**src/reset_init_pkg.sv**
```systemverilog
// shared constants and carrier types for the reset-state initializer
package reset_init_pkg;

  // ------------------------------------------------------------
  // reset vector and reset values
  // ------------------------------------------------------------
  localparam logic [15:0] VECTOR_LOW_ADDR  = 16'h0000;
  localparam logic [15:0] VECTOR_HIGH_ADDR = 16'h0001;
  localparam logic [7:0]  STATUS_WORD_RST  = 8'h02;
  localparam logic [7:0]  DIRECTION_RST    = 8'hFF;
  localparam logic [7:0]  LATCH_RST        = 8'h00;
  localparam logic [7:0]  MASK_RST         = 8'hFF;
  localparam logic [7:0]  REQUEST_RST      = 8'h00;
  localparam logic [7:0]  CLEAR_RST        = 8'h00;
  localparam logic [7:0]  SHIFT_RST        = 8'hFF;

  // ------------------------------------------------------------
  // timing
  // ------------------------------------------------------------
  localparam int          STAB_EXPONENT    = 15;
  localparam int          STAB_CYCLES      = 2 ** STAB_EXPONENT;
  localparam int          STAB_WIDTH       = STAB_EXPONENT + 1;
  localparam int          NUM_PORTS        = 6;

  typedef enum logic [2:0] {
    ST_RESET,
    ST_STABILIZE,
    ST_FETCH_LOW,
    ST_FETCH_HIGH,
    ST_RUN
  } seq_state_t;

  typedef struct packed {
    logic [7:0] keyReturnMode;
    logic [7:0] extEdgeMode0;
    logic [7:0] extEdgeMode1;
    logic [7:0] asyncSerialMode;
    logic [7:0] asyncSerialStatus;
    logic [7:0] baudGenControl;
    logic [7:0] byteTimerCount;
    logic [7:0] byteTimerMode;
    logic [7:0] watchdogClockSelect;
    logic [7:0] watchdogMode;
    logic [7:0] lcdMode;
    logic [7:0] lcdClockSelect;
    logic [7:0] altFunctionSwitch;
    logic [7:0] watchTimerMode;
  } cleared_regs_t;

  typedef struct packed {
    logic [7:0] wrData;
    logic       wrStatusWord;
    logic       wrStackPointer;
    logic       wrCompare;
    logic       wrShift;
    logic [1:0] wrMask;
    logic [1:0] wrRequest;
  } cpu_write_t;

endpackage

```
**src/reset_state_initializer.sv**
```systemverilog
// reset sequencer that forces post-reset register state and loads the program counter
// ------------------------------------------------------------
// Behaviour
// RULE_01 - load counter from vector bytes 0000H, 0001H
// RULE_02 - counter undefined during reset and stabilization
// RULE_03 - status word resets to 02H; stack undefined
// RULE_04 - data memory and registers not initialized
// RULE_05 - directions FFH, output latches 00H
// RULE_06 - masks FFH, request flags 00H
// RULE_07 - key return and edge modes 00H
// RULE_08 - serial transmit shift register FFH
// RULE_09 - serial mode, status, baud 00H
// RULE_10 - timer count, mode 00H; compare undefined
// RULE_11 - watchdog clock select and mode 00H
// RULE_12 - lcd mode, clock, alternate switch 00H
// RULE_13 - watch timer mode 00H, timer stopped
// RULE_14 - programming entry puts pins in reset state
// RULE_15 - pin and watchdog reset act identically
// RULE_16 - run only after 2^15 clock stabilization
// RULE_17 - pins high impedance during reset and stabilization
// RULE_18 - watchdog reset clears itself automatically
// RULE_19 - defined registers held while reset asserted
// RULE_20 - reset request synchronized before release
// ------------------------------------------------------------
`timescale 1ns/1ps
`default_nettype none
module reset_state_initializer
#(
  parameter int STAB_CYCLES = reset_init_pkg::STAB_CYCLES
)
(
  input  wire logic                          clk,
  input  wire logic                          arst_n,
  input  wire logic                          resetPinN,
  input  wire logic                          watchdogOverflow,
  input  wire logic                          programmingEntry,
  input  wire logic [7:0]                    vectorData,
  input  wire reset_init_pkg::cpu_write_t    cpuWrite,
  input  wire logic [2:0]                    portSel,
  input  wire logic                          wrDirection,
  input  wire logic                          wrLatch,
  input  wire reset_init_pkg::cleared_regs_t clearedWrData,
  input  wire reset_init_pkg::cleared_regs_t clearedWrEn,
  output logic [15:0]                        vectorAddr,
  output logic                               vectorRead,
  output logic [15:0]                        program_counter,
  output logic                               programCounterValid,
  output logic                               cpuRun,
  output logic                               pinsHighZ,
  output logic                               internalReset,
  output logic [7:0]                         stack_pointer,
  output logic [7:0]                         processor_status_word,
  output logic [7:0]                         serial_transmit_shift_register,
  output logic [7:0]                         byte_timer_compare_register,
  output logic [15:0]                        interrupt_mask_register,
  output logic [15:0]                        interrupt_request_register,
  output logic [8*reset_init_pkg::NUM_PORTS-1:0] port_direction_register,
  output logic [8*reset_init_pkg::NUM_PORTS-1:0] portOutputLatch,
  output reset_init_pkg::cleared_regs_t      clearedRegs
);

  // ------------------------------------------------------------
  // reset request merge and synchronization
  // ------------------------------------------------------------
  logic pinN_q1;
  logic pinN_q2;
  logic wdog_q1;
  logic wdog_q2;
  logic syncRstN;
  logic requestN;

  always_ff @(posedge clk or negedge arst_n)
  begin
    if (!arst_n)
    begin
      pinN_q1 <= 1'b0;
      pinN_q2 <= 1'b0;
      wdog_q1 <= 1'b0;
      wdog_q2 <= 1'b0;
    end
    else
    begin
      pinN_q1 <= resetPinN;
      pinN_q2 <= pinN_q1;
      wdog_q1 <= watchdogOverflow;
      wdog_q2 <= wdog_q1;
    end
  end

  // watchdog overflow is a pulse: it resets and releases itself, no outside action [RULE_18]
  // both sources feed one request, so their effect is identical [RULE_15]
  assign requestN = pinN_q2 & ~wdog_q2 & ~programmingEntry;

  reset_sync u_sync
  (
    .clk      (clk),
    .arst_n   (arst_n),
    .requestN (requestN),
    .syncRstN (syncRstN)
  ); // [RULE_20]

  // ------------------------------------------------------------
  // sequencer
  // ------------------------------------------------------------
  reset_init_pkg::seq_state_t state_q;
  reset_init_pkg::seq_state_t state_d;
  logic [reset_init_pkg::STAB_WIDTH-1:0] count_q;
  logic [reset_init_pkg::STAB_WIDTH-1:0] count_d;
  logic [15:0] pc_d;
  logic        holdReset;

  assign holdReset = ~syncRstN; // [RULE_19]

  always_comb
  begin
    state_d = state_q;
    count_d = count_q;
    pc_d    = program_counter;
    if (holdReset)
    begin
      state_d = reset_init_pkg::ST_RESET;
      count_d = '0;
    end
    else
    begin
      unique case (state_q)
        reset_init_pkg::ST_RESET:
        begin
          state_d = reset_init_pkg::ST_STABILIZE;
          count_d = '0;
        end
        reset_init_pkg::ST_STABILIZE:
        begin
          count_d = count_q + 1'b1;
          if (count_q == reset_init_pkg::STAB_WIDTH'(STAB_CYCLES - 1))
            state_d = reset_init_pkg::ST_FETCH_LOW; // [RULE_16]
        end
        reset_init_pkg::ST_FETCH_LOW:
        begin
          pc_d[7:0] = vectorData; // [RULE_01]
          state_d   = reset_init_pkg::ST_FETCH_HIGH;
        end
        reset_init_pkg::ST_FETCH_HIGH:
        begin
          pc_d[15:8] = vectorData; // [RULE_01]
          state_d    = reset_init_pkg::ST_RUN;
        end
        reset_init_pkg::ST_RUN:
          state_d = reset_init_pkg::ST_RUN;
        // three unused codes fall back to a fresh reset pass
        default:
          state_d = reset_init_pkg::ST_RESET;
      endcase
    end
  end

  always_ff @(posedge clk or negedge arst_n)
  begin
    if (!arst_n)
    begin
      state_q         <= reset_init_pkg::ST_RESET;
      count_q         <= '0;
      program_counter <= 16'h0000;
    end
    else
    begin
      state_q         <= state_d;
      count_q         <= count_d;
      program_counter <= pc_d;
    end
  end

  // ------------------------------------------------------------
  // status outputs, all registered
  // ------------------------------------------------------------
  always_ff @(posedge clk or negedge arst_n)
  begin
    if (!arst_n)
    begin
      vectorAddr          <= reset_init_pkg::VECTOR_LOW_ADDR;
      vectorRead          <= 1'b0;
      programCounterValid <= 1'b0;
      cpuRun              <= 1'b0;
      pinsHighZ           <= 1'b1;
      internalReset       <= 1'b1;
    end
    else
    begin
      vectorAddr <= (state_d == reset_init_pkg::ST_FETCH_HIGH) ?
                    reset_init_pkg::VECTOR_HIGH_ADDR : reset_init_pkg::VECTOR_LOW_ADDR;
      vectorRead <= (state_d == reset_init_pkg::ST_FETCH_LOW) ||
                    (state_d == reset_init_pkg::ST_FETCH_HIGH);
      // counter flagged undefined until both vector bytes are in [RULE_02]
      programCounterValid <= (state_d == reset_init_pkg::ST_RUN);
      cpuRun              <= (state_d == reset_init_pkg::ST_RUN);
      // pins float from reset until stabilization is over [RULE_17]
      pinsHighZ     <= (state_d == reset_init_pkg::ST_RESET) ||
                       (state_d == reset_init_pkg::ST_STABILIZE);
      internalReset <= holdReset;
    end
  end

  // ------------------------------------------------------------
  // cpu and peripheral registers
  // ------------------------------------------------------------
  // stack pointer and timer compare carry no reset: they keep old contents [RULE_03] [RULE_10]
  // data memory and general registers live outside and are never touched [RULE_04]
  always_ff @(posedge clk)
  begin
    if (!holdReset && cpuWrite.wrStackPointer)
      stack_pointer <= cpuWrite.wrData;
    if (!holdReset && cpuWrite.wrCompare)
      byte_timer_compare_register <= cpuWrite.wrData;
  end

  reset_byte_reg #(.RESET_VALUE(reset_init_pkg::STATUS_WORD_RST)) u_psw
  (
    .clk       (clk),
    .arst_n    (arst_n),
    .holdReset (holdReset),
    .wrEn      (cpuWrite.wrStatusWord),
    .wrData    (cpuWrite.wrData),
    .value     (processor_status_word)
  ); // [RULE_03]

  reset_byte_reg #(.RESET_VALUE(reset_init_pkg::SHIFT_RST)) u_txs
  (
    .clk       (clk),
    .arst_n    (arst_n),
    .holdReset (holdReset),
    .wrEn      (cpuWrite.wrShift),
    .wrData    (cpuWrite.wrData),
    .value     (serial_transmit_shift_register)
  ); // [RULE_08]

  genvar g;
  generate
    for (g = 0; g < 2; g++)
    begin : g_irq
      reset_byte_reg #(.RESET_VALUE(reset_init_pkg::MASK_RST)) u_mask
      (
        .clk       (clk),
        .arst_n    (arst_n),
        .holdReset (holdReset),
        .wrEn      (cpuWrite.wrMask[g]),
        .wrData    (cpuWrite.wrData),
        .value     (interrupt_mask_register[8*g +: 8])
      ); // [RULE_06]
      reset_byte_reg #(.RESET_VALUE(reset_init_pkg::REQUEST_RST)) u_req
      (
        .clk       (clk),
        .arst_n    (arst_n),
        .holdReset (holdReset),
        .wrEn      (cpuWrite.wrRequest[g]),
        .wrData    (cpuWrite.wrData),
        .value     (interrupt_request_register[8*g +: 8])
      ); // [RULE_06]
    end
    // programming entry forces the same port state as reset [RULE_14]
    for (g = 0; g < reset_init_pkg::NUM_PORTS; g++)
    begin : g_port
      logic sel;
      assign sel = (portSel == 3'(g));
      reset_byte_reg #(.RESET_VALUE(reset_init_pkg::DIRECTION_RST)) u_dir
      (
        .clk       (clk),
        .arst_n    (arst_n),
        .holdReset (holdReset),
        .wrEn      (sel & wrDirection),
        .wrData    (cpuWrite.wrData),
        .value     (port_direction_register[8*g +: 8])
      ); // [RULE_05]
      reset_byte_reg #(.RESET_VALUE(reset_init_pkg::LATCH_RST)) u_lat
      (
        .clk       (clk),
        .arst_n    (arst_n),
        .holdReset (holdReset),
        .wrEn      (sel & wrLatch),
        .wrData    (cpuWrite.wrData),
        .value     (portOutputLatch[8*g +: 8])
      ); // [RULE_05]
    end
    // every cleared register: key return, edge modes, serial, timer, watchdog, lcd, watch timer
    for (g = 0; g < $bits(reset_init_pkg::cleared_regs_t) / 8; g++)
    begin : g_clr
      reset_byte_reg #(.RESET_VALUE(reset_init_pkg::CLEAR_RST)) u_clr
      (
        .clk       (clk),
        .arst_n    (arst_n),
        .holdReset (holdReset),
        .wrEn      (|clearedWrEn[8*g +: 8]),
        .wrData    (clearedWrData[8*g +: 8]),
        .value     (clearedRegs[8*g +: 8])
      ); // [RULE_07] [RULE_09] [RULE_10] [RULE_11] [RULE_12] [RULE_13]
    end
  endgenerate

endmodule
`default_nettype wire

```
**src/reset_sync.sv**
```systemverilog
// two-stage reset request synchronizer, asserts and releases on clk; only arst_n asserts it asynchronously
`timescale 1ns/1ps
`default_nettype none
module reset_sync
(
  input  wire logic clk,
  input  wire logic arst_n,
  input  wire logic requestN,
  output var  logic syncRstN
);
  logic meta_q;
  logic meta_d;
  logic sync_d;

  always_comb
  begin
    meta_d = requestN;
    sync_d = meta_q;
  end

  always_ff @(posedge clk or negedge arst_n)
  begin
    if (!arst_n)
    begin
      meta_q   <= 1'b0;
      syncRstN <= 1'b0;
    end
    else
    begin
      meta_q   <= meta_d;
      syncRstN <= sync_d;
    end
  end
endmodule
`default_nettype wire

```
**src/reset_byte_reg.sv**
```systemverilog
// one 8-bit register with a reset value, forced while internal reset is held
`timescale 1ns/1ps
`default_nettype none
module reset_byte_reg
#(
  parameter logic [7:0] RESET_VALUE = 8'h00
)
(
  input  wire logic       clk,
  input  wire logic       arst_n,
  input  wire logic       holdReset,
  input  wire logic       wrEn,
  input  wire logic [7:0] wrData,
  output var  logic [7:0] value
);
  logic [7:0] value_d;

  always_comb
  begin
    if (holdReset)
      value_d = RESET_VALUE;
    else if (wrEn)
      value_d = wrData;
    else
      value_d = value;
  end

  always_ff @(posedge clk or negedge arst_n)
  begin
    if (!arst_n)
      value <= RESET_VALUE;
    else
      value <= value_d;
  end
endmodule
`default_nettype wire

```
**config.mk**
```make
export PLATFORM = sky130hd
export DESIGN_NAME = reset_state_initializer
export DESIGN_NICKNAME = d
export VERILOG_FILES = /design/src/reset_init_pkg.sv /design/src/reset_state_initializer.sv /design/src/reset_sync.sv /design/src/reset_byte_reg.sv
export SDC_FILE = /design/constraint.sdc
export NUM_CORES = 1
export LEC_CHECK = 0
export CAP_MARGIN = 20
export CORE_AREA = 8 8 212 214
export DETAILED_ROUTE_END_ITERATION = 16
export DIE_AREA = 0 0 220 222
export DONT_BUFFER_PORTS = 1
export GPL_ROUTABILITY_DRIVEN = 0
export SYNTH_ARGS = -nofsm -noshare
export SYNTH_HDL_FRONTEND = slang
export SYNTH_SLANG_ARGS = --single-unit
```
**constraint.sdc**
```tcl
create_clock -name clk -period 2.31 [get_ports clk]
set_clock_uncertainty 0.1 [all_clocks]
set_input_delay 0.231 -clock clk [delete_from_list [all_inputs] [get_ports clk]]
set_output_delay 0.231 -clock clk [all_outputs]
set_load 0.005 [all_outputs]
```
==> results.py <==
metrics = {
    "die": {
        "die_h_um": 222,
        "start_util": 0.315,
        "io_pins": 567,
        "dieArea_um2": 48800,
        "die_x_um": 220,
        "core_um2": 41500,
        "row_count": 75,
    },
    "detailed_routing": {
        "vias_per_cell": 5.10,
        "postRouteWirelength_um": 42200,
        "drc": 0,
        "wl_per_cell_um": 22.2,
        "dr.pass1.iters": 5,
        "drt_iter0_markers": 752,
        "vias": 9675,
        "antenna_left": 0,
    },
    "grt": {
        "grt_pass1_wl_um": 63700,
        "track_usage": 0.166,
        "grt-ovfl-total": 0,
        "antenna_found_initial": 0,
        "grt_pass1_vias": 10243,
        "grt_max_degree": 303,
    },
    "critical_path": {
        "cp_num_cells": 5,
        "cp_num_buf_inv": 0,
        "cpPeakStageDelay_ns": 0.51,
        "critPathSlowestCell": "or4_4",
        "worst_setup_path_start_kind": "flop",
        "reg2reg_to": "pinsHighZ",
        "r2r_setup_slack_ns": 0.14,
        "path_max_fanout": 4,
        "r2r-start": "count_q[0]",
        "critical_path_required_ns": 2.65,
        "crit_type": "flop to flop",
        "arrival_ns": 2.51,
        "end_kind": "flop",
        "reg2reg_depth": 5,
        "critical_path.top_delay_family": "simple AND/OR/NAND/NOR gates",
        "worstPathCellList": "ha_1 > nand3_2 > or3_4 > or4_4 > o311a_1",
    },
    "finish": {
        "synthToLayoutAreaGrowth_pct": 24.0,
        "final_nets": 1590,
        "fin_cells": 1896,
        "drive_gt1_frac": 0.119,
        "fill_cells": 3990,
        "diodes": 0,
    },
    "synthesis": {
        "synth_edf_count": 16,
        "ys_seq_area_frac": 0.623,
        "postSynthAreaPerCell_um2": 10.9,
        "synth_cell_type_count": 44,
        "netlist_instances": 1199,
        "synth_seq_cells": 318,
        "ys.flop_type": "dfrtp_1",
        "ys_warn_count": 0,
        "async_flop_share": 0.950,
        "synth_top_area_frac": 0.435,
        "synth_area_leaders": "dfrtp_1, dfstp_2, mux2i_1",
        "netlist_area_um2": 13100,
        "yosysTopAreaCell": "dfrtp_1",
    },
    "sta": {
        "hold_slack_ns": -0.675,
        "fmax_mhz": 461,
        "rsz0062_at_grt": "no",
        "finalHoldViolCount": 301,
        "min_period_over_period": 0.939,
        "tightest_slew_ns": 1.13,
        "slew_violations": 0,
        "maxSlewHeadroom": 0.242,
        "fin_setup_tns_ns": 0,
        "setup_viol": 0,
        "period_needed_ns": 2.17,
    },
    "place": {
        "dp_hpwl_um": 29700,
        "dp_cells": 1686,
        "io_buffers": 0,
    },
    "clocking": {
        "cts_max_level": 2,
        "cts.sinks": 318,
        "cts_tree": "built",
        "hold_buffers": 145,
        "clockBufferDepth": 3,
        "clockRootBuffer": "clkbuf_16",
        "path_clk_slew_ns": 0.06,
        "cts_setup_buffers": 0,
        "worstSkewPairLatency_ns": 0.52,
        "numCtsBuffers": 35,
        "cts_resized": 0,
    },
    "min_path": {
        "hp-class": "input pin to asynchronous set/reset pin",
    },
    "pwr": {
        "p_leak_nw": 7.74,
        "power_density_nw_per_um2": 737,
        "peakVddDrop_mv": 0.501,
    },
    "outcome": {
        "violations": "hold timing",
        "status": "complete, but fails checks",
    },
    "run": {
        "cap_viol_max_count": 0,
    },
}
==> worst register-to-register path, stage by stage, from the launching register on <==
cell and delay [ns]:
dfrtp_1 0.38, ha_1 0.23, nand3_2 0.11, or3_4 0.41, or4_4 0.51, o311a_1 0.35
==> synthesized netlist by cell type, drive strengths merged (6+ instances only) <==
cell,number
mux2,16
inv,6
edfxtp,16
nand2,254
nor3,7
mux2i,161
dfrtp,227
buf,17
a21oi,57
nor2,149
clkbuf,59
nand3,60
o21ai,14
nand4,8
dfstp,75
nor4,29
==> area by class of cell <==
type | instances | area, um^2 | share of cell area
tap | 539 | 674 | 0.0417
inverter | 6 | 27.5 | 0.00170
multi-input combinational | 813 | 4610 | 0.285
sequential | 318 | 8130 | 0.502
clock inverter | 7 | 90.1 | 0.00557
timing repair buffer | 157 | 1630 | 0.100
clock buffer | 56 | 1030 | 0.0635
==> cells by family after synthesis <==
logic type / after synthesis / share of synthesized area
other: 1 / 0.000287
AO/OA/AOI/OAI: 86 / 0.0357
flip-flops: 318 / 0.623
adder cells (fa/ha/maj): 1 / 0.000958
multiplexers: 177 / 0.137
AND/OR/NAND/NOR: 534 / 0.175
buffers and inverters: 82 / 0.0282
==> layer usage <==
layer | track usage | vias to the layer above | wire length [um]
li1 | - | 4288 | -
met1 | 0.202 | 4807 | 16300
met2 | 0.274 | 512 | 20500
met3 | 0.0547 | 68 | 4350
met4 | 0.0505 | 0 | 1040
met5 | 0 | - | 0
==> worst max path at each step <==
stage / start / end / slack, ns
finish: count_q[0] / pinsHighZ / 0.14
global route: count_q[0] / pinsHighZ / 0.05
CTS: count_q[0] / pinsHighZ / 0.15
detailed placement: count_q[0] / pinsHighZ / 0.16
global placement: count_q[0] / pinsHighZ / 0.19
floorplan: count_q[0] / pinsHighZ / 0.23
==> power breakdown <==
group / internal (mW) / switching (mW)
registers: 5.72 / 0.0949
logic: 0.318 / 0.340
clock network: 3.27 / 2.17
==> sequential cells by signal (all words and copies together), names as in the netlist, 3 cells and up <==
signal / cells
u_txs.value: 8
u_psw.value: 8
g_port.u_lat.value: 48
state_q: 3
g_clr.u_clr.value: 112
g_port.u_dir.value: 48
program_counter: 16
g_irq.u_req.value: 16
count_q: 16
g_irq.u_mask.value: 16
byte_timer_compare_register: 8
stack_pointer: 8
==> through the flow <==
step / cell area (um^2) / hold slack, ns / power [mW] / setup WS [ns] / util
6_report: 16200 / -0.675 / 11.9 / 0.141 / 0.390
5_1_grt: 16200 / -0.726 / 12.4 / 0.0501 / 0.390
2_1_floorplan: 13100 / -0.165 / 6.22 / 0.235 / -
4_1_cts: 16100 / -0.734 / 12.1 / 0.146 / 0.389
3_3_place_gp: 13600 / -0.157 / 6.24 / 0.191 / 0.327
3_5_place_dp: 13600 / -0.157 / 6.25 / 0.158 / 0.327
==> cells in the final DEF (no fill, tap or decap), drive strengths merged, types with 3 or more instances in the layout <==
| master | n |
|---|---|
| and3 | 4 |
| dfrtp | 227 |
| or4 | 3 |
| or3 | 5 |
| o21ai | 14 |
| nand2b | 4 |
| buf | 14 |
| nor4 | 29 |
| nor2 | 149 |
| nor3 | 7 |
| nand3 | 60 |
| inv | 6 |
| a31oi | 4 |
| clkinv | 3 |
| nand4 | 8 |
| mux2i | 161 |
| edfxtp | 16 |
| nor2b | 5 |
| nand2 | 254 |
| and2 | 3 |
| conb | 15 |
| clkbuf | 56 |
| mux2 | 16 |
| dlygate4sd3 | 143 |
| a21oi | 57 |
| dfstp | 75 |
No activity file was read; power rests on OpenSTA's default activity.
